### config.mk
export PLATFORM = sky130hd
export DESIGN_NAME = flash_power_ctrl
export DESIGN_NICKNAME = d
export VERILOG_FILES = /design/src/pkg/flash_pm_pkg.sv /design/src/hdl/flash_power_ctrl.sv
export VERILOG_INCLUDE_DIRS = /design/src /design/src/pkg
export SDC_FILE = /design/constraint.sdc
export NUM_CORES = 1
export LEC_CHECK = 0
export BUFFER_PORTS_ARGS = -buffer_cell sky130_fd_sc_hd__buf_2
export CAP_MARGIN = 20
export CELL_PAD_IN_SITES_DETAIL_PLACEMENT = 1
export CELL_PAD_IN_SITES_GLOBAL_PLACEMENT = 1
export CORE_MARGIN = 2
export CORE_UTILIZATION = 28
export DETAILED_ROUTE_END_ITERATION = 12
export PLACE_DENSITY_LB_ADDON = 0.1
export SYNTH_ARGS = -nofsm -noshare
export SYNTH_HDL_FRONTEND = slang
export SYNTH_SLANG_ARGS = --single-unit
### constraint.sdc
create_clock -name clk -period 5.4 [get_ports clk]
set_input_delay 0.81 -clock clk [delete_from_list [all_inputs] [get_ports clk]]
set_output_delay 0.81 -clock clk [all_outputs]
set_load 0.02 [all_outputs]
### src/pkg/flash_pm_map.svh
// Purpose: Offsets, field positions, command codes and timing counts of the flash power controller
// Assumes: 25 MHz clock, register port words of 32 bits
// Notes:   Definitions only
`ifndef FLASH_PM_MAP_SVH
`define FLASH_PM_MAP_SVH

`define REG_CTRL        4'h0
`define REG_CMD         4'h1
`define REG_ADDR        4'h2
`define REG_WDATA       4'h3
`define REG_STATUS      4'h4
`define REG_IRQ_STAT    4'h5
`define REG_IRQ_MASK    4'h6
`define REG_RDATA       4'h7

`define CTRL_RESET_REL  0
`define CTRL_SELECT     1

`define CMD_READ        3'h1
`define CMD_WRITE       3'h2
`define CMD_PROGRAM     3'h3
`define CMD_POLL        3'h4

`define CODE_READ_ARRAY 16'h00ff
`define CODE_PROGRAM    16'h0040
`define CODE_READ_STAT  16'h0070

`define SR_SUPPLY_FAULT 3
`define SR_ENGINE_READY 7

`define IRQ_DONE        0
`define IRQ_FAULT       1
`define IRQ_RECOVERED   2

`define CLK_MHZ         25
`define RECOVERY_NS     150
`define RECOVERY_CYC    ((`RECOVERY_NS * `CLK_MHZ + 999) / 1000)
`define STROBE_CYC      3

`endif

### src/pkg/flash_pm_pkg.sv
// Purpose: Types shared by the flash power controller
// Assumes: Nothing
// Notes:   Constants live in flash_pm_map.svh
`default_nettype none
package flash_pm_pkg;
  typedef logic [3:0]  regAddr_t;
  typedef logic [31:0] word_t;
  typedef enum logic [2:0] {
    ST_DOWN, ST_RECOVER, ST_IDLE, ST_WRITE, ST_READ, ST_POLL
  } fsmState_e;
endpackage : flash_pm_pkg
`default_nettype wire

### src/hdl/flash_power_ctrl.sv
// Purpose: Host controller driving an asynchronous boot-block flash via its pins
// Assumes: Flash pins sampled through two flip-flops; flash has no clock
// Notes:   Software orders reset release, reads, command writes and polls
//
// Overview of operation
// RL1: Flash refuses program/erase with low program supply, sets supply fault flag.
// RL2: Flash is active while select low and reset/power-down high.
// RL3: Flash saves power after reads but keeps last data driven.
// RL4: Select high in read mode floats outputs; standby.
// RL5: Select high during program/erase lets operation finish first.
// RL6: Reset/power-down low gives deep power-down and floats outputs.
// RL7: Host waits recovery time after reset release before expecting read data.
// RL8: Reset/power-down falling mid program/erase aborts it; content undefined.
// RL9: Status register cleared when reset/power-down goes low.
// RL10: Tie flash reset/power-down to processor reset so it returns to array.
// RL11: Command writes only while write strobe and select both low.
// RL12: Array alters only after a full two-cycle command sequence.
// RL13: While reset/power-down low, flash ignores all control inputs.
// RL14: Last latched command held across supply, select and engine changes.
// RL15: Command interface starts in read-array after power-up or reset.
// RL16: After program/erase host issues read-array before reading array data.
// RL17: No program/erase started during power transitions.
// RL18: Status bit 7 is engine ready; host checks it before error bits.
// RL19: Supply levels are digital qualifier inputs sampled by the logic.
`timescale 1ns/10ps
`default_nettype none
`include "flash_pm_map.svh"
module flash_power_ctrl #(
  parameter int ADDR_W = 22,
  parameter int DATA_W = 16
) (
  input  wire logic                 clk,
  input  wire logic                 rst_b,
  input  wire flash_pm_pkg::regAddr_t regAddr,
  input  wire flash_pm_pkg::word_t  regWdata,
  input  wire logic                 regWr,
  input  wire logic                 regRd,
  output var  flash_pm_pkg::word_t  regRdata,
  output var  logic                 irq,
  input  wire logic                 coreSupplyOk,
  input  wire logic                 progSupplyOk,
  output var  logic                 resetPowerdown_n,
  output var  logic                 chipSelect_n,
  output var  logic                 writeStrobe_n,
  output var  logic                 outputGate_n,
  output var  logic [ADDR_W-1:0]    flashAddr,
  output var  logic [DATA_W-1:0]    dataOut,
  output var  logic                 dataOe,
  input  wire logic [DATA_W-1:0]    dataIn
);
  import flash_pm_pkg::*;

  initial begin
    if (ADDR_W < 1 || ADDR_W > 32 || DATA_W < 8 || DATA_W > 32) begin
      $error("flash_power_ctrl: unsupported ADDR_W or DATA_W");
    end
  end

  localparam logic [7:0] RECOVERY_CYC = 8'(`RECOVERY_CYC);
  localparam logic [7:0] STROBE_CYC   = 8'(`STROBE_CYC);

  function automatic logic regHit(input regAddr_t a, input regAddr_t b);
    regHit = (a == b);
  endfunction : regHit

  // Two-flop synchronisers for supply qualifiers and data pins
  logic [1:0]        coreSync_r;
  logic [1:0]        progSync_r;
  logic [DATA_W-1:0] dataMeta_r;
  logic [DATA_W-1:0] dataSync_r;
  always_ff @(posedge clk or negedge rst_b) begin
    if (!rst_b) begin
      coreSync_r <= 2'h0;
      progSync_r <= 2'h0;
      dataMeta_r <= '0;
      dataSync_r <= '0;
    end else begin
      coreSync_r <= {coreSync_r[0], coreSupplyOk}; // [RL19]
      progSync_r <= {progSync_r[0], progSupplyOk}; // [RL19]
      dataMeta_r <= dataIn;
      dataSync_r <= dataMeta_r;
    end
  end
  logic coreOk;
  logic progOk;
  assign coreOk = coreSync_r[1];
  assign progOk = progSync_r[1];

  fsmState_e         state_r,    state_nxt;
  logic [7:0]        count_r,    count_nxt;
  logic              release_r,  release_nxt;
  logic              select_r,   select_nxt;
  logic [2:0]        cmd_r,      cmd_nxt;
  logic              go_r,       go_nxt;
  logic [ADDR_W-1:0] addr_r,     addr_nxt;
  logic [DATA_W-1:0] wdata_r,    wdata_nxt;
  logic [DATA_W-1:0] rdata_r,    rdata_nxt;
  logic [7:0]        status_r,   status_nxt;
  logic              needArray_r, needArray_nxt;
  logic              engineBusy_r, engineBusy_nxt;
  logic [2:0]        irqStat_r,  irqStat_nxt;
  logic [2:0]        irqMask_r,  irqMask_nxt;
  logic              phase2_r,   phase2_nxt;
  word_t             rdOut_r,    rdOut_nxt;
  logic              csN_r,      csN_nxt;
  logic              weN_r,      weN_nxt;
  logic              oeN_r,      oeN_nxt;
  logic              drive_r,    drive_nxt;
  logic [DATA_W-1:0] pinData_r,  pinData_nxt;

  logic [2:0] evt;

  always_comb begin
    state_nxt      = state_r;
    count_nxt      = count_r;
    release_nxt    = release_r;
    select_nxt     = select_r;
    cmd_nxt        = cmd_r;
    go_nxt         = 1'b0;
    addr_nxt       = addr_r;
    wdata_nxt      = wdata_r;
    rdata_nxt      = rdata_r;
    status_nxt     = status_r;
    needArray_nxt  = needArray_r;
    engineBusy_nxt = engineBusy_r;
    irqMask_nxt    = irqMask_r;
    phase2_nxt     = phase2_r;
    csN_nxt        = 1'b1;
    weN_nxt        = 1'b1;
    oeN_nxt        = 1'b1;
    drive_nxt      = 1'b0;
    pinData_nxt    = pinData_r;
    evt            = 3'h0;
    rdOut_nxt      = 32'h0;

    if (regWr) begin
      if (regHit(regAddr, `REG_CTRL)) begin
        release_nxt = regWdata[`CTRL_RESET_REL];
        select_nxt  = regWdata[`CTRL_SELECT];
      end else if (regHit(regAddr, `REG_CMD)) begin
        cmd_nxt = regWdata[2:0];
        go_nxt  = 1'b1;
      end else if (regHit(regAddr, `REG_ADDR)) begin
        addr_nxt = regWdata[ADDR_W-1:0];
      end else if (regHit(regAddr, `REG_WDATA)) begin
        wdata_nxt = regWdata[DATA_W-1:0];
      end else if (regHit(regAddr, `REG_IRQ_MASK)) begin
        irqMask_nxt = regWdata[2:0];
      end
    end

    // Flash under reset or core supply low: hold it down, nothing issued
    if (!release_r || !coreOk) begin // [RL10] [RL17]
      if (state_r != ST_DOWN && engineBusy_r) begin
        evt[`IRQ_FAULT] = 1'b1; // [RL8]
      end
      state_nxt      = ST_DOWN;
      status_nxt     = 8'h80; // [RL9]
      engineBusy_nxt = 1'b0;
      needArray_nxt  = 1'b0; // [RL15]
      phase2_nxt     = 1'b0;
    end else begin
      case (state_r)
        ST_DOWN: begin
          state_nxt = ST_RECOVER;
          count_nxt = RECOVERY_CYC;
        end
        ST_RECOVER: begin
          if (count_r <= 8'h1) begin // [RL7]
            state_nxt = ST_IDLE;
            evt[`IRQ_RECOVERED] = 1'b1;
          end else begin
            count_nxt = count_r - 8'h1;
          end
        end
        ST_IDLE: begin
          if (go_r) begin
            count_nxt = STROBE_CYC;
            case (cmd_r)
              `CMD_READ: state_nxt = ST_READ;
              `CMD_POLL: state_nxt = ST_POLL;
              `CMD_WRITE: begin
                state_nxt = ST_WRITE;
                pinData_nxt = wdata_r;
              end
              `CMD_PROGRAM: begin
                if (!progOk) begin // [RL1] [RL17]
                  status_nxt[`SR_SUPPLY_FAULT] = 1'b1;
                  evt[`IRQ_FAULT] = 1'b1;
                end else begin
                  state_nxt   = ST_WRITE;
                  phase2_nxt  = 1'b1; // [RL12]
                  pinData_nxt = DATA_W'(`CODE_PROGRAM);
                end
              end
              default: state_nxt = ST_IDLE;
            endcase
          end
        end
        ST_WRITE: begin
          csN_nxt   = 1'b0; // [RL11]
          weN_nxt   = (count_r <= 8'h1);
          drive_nxt = 1'b1;
          if (!phase2_r && count_r == STROBE_CYC) begin // Data moves with strobe fall, not rise
            pinData_nxt = wdata_r; // [RL12]
          end
          if (count_r <= 8'h1) begin
            if (phase2_r) begin
              phase2_nxt  = 1'b0;
              count_nxt   = STROBE_CYC;
              engineBusy_nxt = 1'b1;
              needArray_nxt  = 1'b1;
            end else begin
              state_nxt = ST_IDLE;
              if (wdata_r == DATA_W'(`CODE_READ_ARRAY)) begin
                needArray_nxt = 1'b0; // [RL16]
              end
            end
          end else begin
            count_nxt = count_r - 8'h1;
          end
        end
        ST_READ, ST_POLL: begin
          csN_nxt = 1'b0; // [RL2]
          oeN_nxt = (count_r == 8'h0); // Synced pins lag the gate by two flops
          if (count_r == 8'h0) begin
            state_nxt = ST_IDLE;
            if (state_r == ST_POLL) begin
              status_nxt = dataSync_r[7:0];
              if (dataSync_r[`SR_ENGINE_READY] && engineBusy_r) begin // [RL18]
                engineBusy_nxt = 1'b0;
                evt[`IRQ_DONE] = 1'b1;
                if (dataSync_r[`SR_SUPPLY_FAULT]) begin
                  evt[`IRQ_FAULT] = 1'b1;
                end
              end
            end else begin
              rdata_nxt = dataSync_r;
            end
          end else begin
            count_nxt = count_r - 8'h1;
          end
        end
        default: state_nxt = ST_DOWN;
      endcase
      // Select held low between cycles when software asks
      if (select_r && state_r == ST_IDLE) begin
        csN_nxt = 1'b0;
      end
    end

    // Status bits: hardware set wins over write-one clear
    irqStat_nxt = irqStat_r;
    if (regWr && regHit(regAddr, `REG_IRQ_STAT)) begin
      irqStat_nxt = irqStat_r & ~regWdata[2:0];
    end
    irqStat_nxt = irqStat_nxt | evt;

    if (regRd) begin
      if (regHit(regAddr, `REG_CTRL)) begin
        rdOut_nxt = {30'h0, select_r, release_r};
      end else if (regHit(regAddr, `REG_CMD)) begin
        rdOut_nxt = {29'h0, cmd_r};
      end else if (regHit(regAddr, `REG_ADDR)) begin
        rdOut_nxt = 32'(addr_r);
      end else if (regHit(regAddr, `REG_WDATA)) begin
        rdOut_nxt = 32'(wdata_r);
      end else if (regHit(regAddr, `REG_STATUS)) begin
        rdOut_nxt = {16'h0, 3'h0, progOk, coreOk, needArray_r, engineBusy_r,
                     (state_r == ST_IDLE), status_r};
      end else if (regHit(regAddr, `REG_IRQ_STAT)) begin
        rdOut_nxt = {29'h0, irqStat_r};
      end else if (regHit(regAddr, `REG_IRQ_MASK)) begin
        rdOut_nxt = {29'h0, irqMask_r};
      end else if (regHit(regAddr, `REG_RDATA)) begin
        rdOut_nxt = 32'(rdata_r);
      end
    end
  end

  always_ff @(posedge clk or negedge rst_b) begin
    if (!rst_b) begin
      state_r      <= ST_DOWN;
      count_r      <= 8'h0;
      release_r    <= 1'b0;
      select_r     <= 1'b0;
      cmd_r        <= 3'h0;
      go_r         <= 1'b0;
      addr_r       <= '0;
      wdata_r      <= '0;
      rdata_r      <= '0;
      status_r     <= 8'h80;
      needArray_r  <= 1'b0;
      engineBusy_r <= 1'b0;
      irqStat_r    <= 3'h0;
      irqMask_r    <= 3'h0;
      phase2_r     <= 1'b0;
      rdOut_r      <= 32'h0;
      csN_r        <= 1'b1;
      weN_r        <= 1'b1;
      oeN_r        <= 1'b1;
      drive_r      <= 1'b0;
      pinData_r    <= '0;
    end else begin
      state_r      <= state_nxt;
      count_r      <= count_nxt;
      release_r    <= release_nxt;
      select_r     <= select_nxt;
      cmd_r        <= cmd_nxt;
      go_r         <= go_nxt;
      addr_r       <= addr_nxt;
      wdata_r      <= wdata_nxt;
      rdata_r      <= rdata_nxt;
      status_r     <= status_nxt;
      needArray_r  <= needArray_nxt;
      engineBusy_r <= engineBusy_nxt;
      irqStat_r    <= irqStat_nxt;
      irqMask_r    <= irqMask_nxt;
      phase2_r     <= phase2_nxt;
      rdOut_r      <= rdOut_nxt;
      csN_r        <= csN_nxt;
      weN_r        <= weN_nxt;
      oeN_r        <= oeN_nxt;
      drive_r      <= drive_nxt;
      pinData_r    <= pinData_nxt;
    end
  end

  assign regRdata         = rdOut_r;
  assign irq              = |(irqStat_r & irqMask_r);
  assign resetPowerdown_n = release_r && coreOk && (state_r != ST_DOWN); // [RL6] [RL13]
  assign chipSelect_n     = csN_r || !resetPowerdown_n; // [RL4] [RL5] [RL13]
  assign writeStrobe_n    = weN_r || !resetPowerdown_n; // [RL11] [RL13]
  assign outputGate_n     = oeN_r; // [RL3]
  assign flashAddr        = addr_r; // [RL14]
  assign dataOut          = pinData_r;
  assign dataOe           = drive_r;
endmodule : flash_power_ctrl
`default_nettype wire

==> implementation parameters <==
Parameter                              Value

Synth
  Synthesized instance count ... roughly 600
  Flop and latch count out of synthesis ... ~170
  EDFF count, synth ... 0
  Post-synthesis sequential area ratio ... around 60%
  Most used flip-flop cell after synthesis ... sky130_fd_sc_hd__dfrtp_1
  Count of distinct cell types in the synthesized netlist ... 63
  Synthesized area per cell ... about 12 um^2
  Netlist area before placement ... about 7100 um^2
  Asr flop ratio synth ... 100%
  Number of warnings printed during yosys synthesis ... 0

Timing
  Slew Limit Headroom ... 35.2%
  Worst-margin pin slew ... roughly 0.97 ns
  Share of the clock period used by the worst path ... between 50% and 60%
  Final period demand of the worst path ... a little over 3 ns
  Worst clock skew ... around 0.0094 ns
  Setup TNS ... 0 ns
  Final-layout worst hold slack ... between 0.3 and 0.4 ns
  Final setup violation count ... 0
  Achievable frequency ... around 330 MHz
  Setup repair after global routing missed its margin ... no
  Hold Violations, Final ... 0
  Pins Over Slew Limit ... 0

Routing
  Detailed-route wire length per cell ... 19.3 um
  Residual DRC count ... 0
  Number of nets still failing antenna checks after routing ... 0
  DR vias/cell ... 4.82
  Via total after detailed routing ... about 5100
  Detailed Route Iter0 Violations ... 285
  Final wirelength ... ~20 mm
  Router iterations before antenna repair ... 4

Setup path
  Endpoint class of the critical path ... primary output
  Startpoint class of the critical path ... flop
  Worst Path Buf+Inv ... 1
  Dominant delay contributor by cell family on the critical path ... simple AND/OR/NAND/NOR gates
  Crit-path max cell delay ... around 0.60 ns
  Cells along the critical path ... nand2_1 -> or3_1 -> buf_2
  Data arrival time of the critical path ... roughly 2.2 ns
  Slowest cell on crit path ... sky130_fd_sc_hd__nand2_1
  Crit path launch ... coreSync_r[1]$_DFF_PN0_
  Crit Path Class ... reg -> out
  Number of cells on the critical path ... 3
  Cell count of the worst reg-to-reg path ... 7
  Required @ worst endpoint ... about 4.6 ns
  R2R Path Start ... count_r[0]$_DFFE_PN0P_
  Critical path fanouts, max ... 20

Floorplanning
  Number of placed I/O pins ... ~130
  Initial Utilization ... between 20% and 30%
  DIE HEIGHT ... about 160 um
  Floorplan row count ... between 50 and 60
  Area of the die ... ~27000 um^2
  Core Box Area ... ~25000 um^2
  DIE WIDTH ... approximately 160 um

Finish
  Most common cell after layout, fill and taps aside ... sky130_fd_sc_hd__dfrtp_1
  Storage element area ... 4160 um^2
  Antenna diode instance count ... 0
  Leading cell types in the layout, fill and taps excluded ... 162 x sky130_fd_sc_hd__dfrtp_1, 112 x sky130_fd_sc_hd__buf_2, 55 x sky130_fd_sc_hd__nand2_1, 44 x sky130_fd_sc_hd__mux2_2, 36 x sky130_fd_sc_hd__nor2_1
  Share of post-route cells with drive strength above 1 ... 29.8%
  Filler cell count in the final layout ... about 2800
  Multi-input gate area in the final layout ... around 2600 um^2
  Nets ... 774
  Layout-stage area growth over the synthesis result ... 21.0%

Min path
  HP Start ... dataMeta_r[10]$_DFF_PN0_
  Number of cells traversed by the worst hold path ... 0
  Path type of the worst min-delay path ... reg -> reg

Clock tree
  H-tree depth ... 4
  Maximum root-to-sink buffer count ... 2
  CTS-repair resized insts ... 0
  Root Buffer Master ... sky130_fd_sc_hd__clkbuf_16
  Clock slew at the register clock pins of the worst setup and hold paths ... 0.07 ns
  Later-pin clock latency in the skew report ... ~0.43 ns
  Sinks on the clock net ... between 150 and 200
  Hold Buf Count CTS ... 0
  Cts bufs inserted ... 17
  CTS tree ... yes
  Post-CTS setup buffer count ... 0

Placed design
  Weighted congestion at the end of routability-driven global placement ... 0.775
  Count of input and output buffers ... roughly 110
  Estimated wirelength of the detail-placed design ... 14.3 mm

Power
  Cell Pwr Density ... between 400 and 500 nW/um^2
  Portion of total power attributed to sequential cells ... between 40% and 50%
  Relative contribution of the clock network to total power ... 35.3%
  Peak supply drop ... ~0.16 mV
  Net switching share of the total power ... about a third
  Total net switching power ... 1.20 mW
  Internal power of the cells ... ~2.3 mW
  Leakage ... a little under 4 nW
  Logic gate share of total power ... 20.2%

Run
  Number of maximum-capacitance violations ... 0

Global route
  Number of antenna violations at the first check in global routing ... 0
  Number of global-route vias before repair ... approximately 5500
  Total global-route track usage ... between 10% and 20%
  Total grt overflow ... 0
  Pin count of the biggest net entering global routing ... 167
  Wire length of the first global-routing pass ... 32.2 mm

Run status
  Run status ... completed
## cell usage after synthesis, types with 3 or more instances
cell | instances | area, um^2
sky130_fd_sc_hd__a211o_1 | 11 | 96.3
sky130_fd_sc_hd__a211oi_1 | 4 | 30.0
sky130_fd_sc_hd__a21boi_0 | 3 | 22.5
sky130_fd_sc_hd__a21oi_1 | 29 | 145
sky130_fd_sc_hd__a22oi_1 | 7 | 52.6
sky130_fd_sc_hd__a31oi_1 | 9 | 56.3
sky130_fd_sc_hd__a32o_1 | 5 | 50.1
sky130_fd_sc_hd__and3_1 | 7 | 43.8
sky130_fd_sc_hd__buf_1 | 4 | 15.0
sky130_fd_sc_hd__buf_2 | 7 | 35.0
sky130_fd_sc_hd__buf_4 | 11 | 82.6
sky130_fd_sc_hd__clkbuf_1 | 14 | 52.6
sky130_fd_sc_hd__dfrtp_1 | 162 | 4050
sky130_fd_sc_hd__dfstp_2 | 4 | 105
sky130_fd_sc_hd__ha_1 | 3 | 37.5
sky130_fd_sc_hd__inv_1 | 27 | 101
sky130_fd_sc_hd__mux2_1 | 20 | 225
sky130_fd_sc_hd__mux2_2 | 44 | 495
sky130_fd_sc_hd__mux2i_1 | 3 | 30.0
sky130_fd_sc_hd__mux4_2 | 3 | 67.6
sky130_fd_sc_hd__nand2_1 | 55 | 206
sky130_fd_sc_hd__nand2b_1 | 6 | 37.5
sky130_fd_sc_hd__nand3_1 | 25 | 125
sky130_fd_sc_hd__nand4_1 | 5 | 31.3
sky130_fd_sc_hd__nand4b_1 | 3 | 26.3
sky130_fd_sc_hd__nor2_1 | 36 | 135
sky130_fd_sc_hd__nor2b_1 | 4 | 25.0
sky130_fd_sc_hd__nor3_1 | 9 | 45.0
sky130_fd_sc_hd__nor3_2 | 3 | 30.0
sky130_fd_sc_hd__o21ai_0 | 11 | 55.1
sky130_fd_sc_hd__o21ai_1 | 18 | 90.1
sky130_fd_sc_hd__o31ai_1 | 3 | 22.5
sky130_fd_sc_hd__or3_1 | 10 | 62.6
## cells by family (layout without fill, tap and decap cells)
kind of cell	after synthesis	count (layout)	synth area share, %
buffers and inverters	67	180	4.48
AND/OR/NAND/NOR	183	183	13.6
flip-flops	166	166	58.9
AO/OA/AOI/OAI	113	113	10.8
multiplexers	70	70	11.6
XOR/XNOR	1	1	0.124
adder cells (fa/ha/maj)	3	3	0.532
other	1	10	0.0531
## power by group through the flow
| stage | Clock [mW] | Sequential [mW] | Combinational (mW) |
|---|---|---|---|
| floorplan | 0 | 1.59 | 0.432 |
| global placement | 0 | 1.57 | 0.694 |
| detailed placement | 0 | 1.58 | 0.711 |
| CTS | 1.27 | 1.55 | 0.714 |
| global route | 1.32 | 1.58 | 0.776 |
| finish | 1.23 | 1.55 | 0.704 |
## per-stage QoR
step	area (um^2)	power, mW	setup WS [ns]	std cells	util (%)
2_1_floorplan	7100	2.02	3.08	613	-
3_3_place_gp	7940	2.26	2.38	1024	31.8
3_5_place_dp	7940	2.29	2.28	1024	31.8
4_1_cts	8550	3.54	2.33	1056	34.2
5_1_grt	8550	3.67	2.22	1056	34.2
6_report	8550	3.49	2.37	1056	34.2
## area by class of cell
cell class	count	share of cell area [%]
clock inverters	15	2.14
inverters	29	1.27
clock buffers	17	4.98
repair buffers	119	7.36
flip-flops and latches	166	48.7
well taps	330	4.83
multi-input cells	380	30.7
## state kept, by name, indices dropped and copies added, names as in the netlist, 16 cells and up
register and cells:
dataMeta_r 16, regRdata 22, dataSync_r 16, wdata_r 16, dataOut 16, rdata_r 16
flashAddr 22
## worst reg2reg max path, cell delays in order (launching register included)
cell,delay (ns)
sky130_fd_sc_hd__dfrtp_1,0.44
sky130_fd_sc_hd__inv_1,0.08
sky130_fd_sc_hd__ha_1,0.26
sky130_fd_sc_hd__nor4b_4,0.41
sky130_fd_sc_hd__a21oi_1,0.12
sky130_fd_sc_hd__o21ai_1,0.55
sky130_fd_sc_hd__nor2_2,0.20
sky130_fd_sc_hd__mux2_1,0.36
## routing by layer
metal	share of wire [%]	vias up	routed length, um	global-route usage [%]
met5	0	-	0	0
met3	3.5	11	716	2.95
met2	46	114	9450	24.4
met1	49	2618	10000	23.2
met4	0.67	0	137	3.74
li1	-	2346	-	-
## worst paths after layout
path                                                 end  slack, ns
worst min register to register  dataSync_r[10]$_DFF_PN0_       0.35
max in group asynchronous         wdata_r[8]$_DFFE_PN0P_       4.20
worst min-delay path            dataSync_r[10]$_DFF_PN0_       0.35
worst max-delay path                        chipSelect_n       2.37
min in group asynchronous        dataMeta_r[2]$_DFF_PN0_       0.50
worst max register to register    count_r[1]$_DFFE_PN0P_       2.86
(Power assumes the default switching activity.)
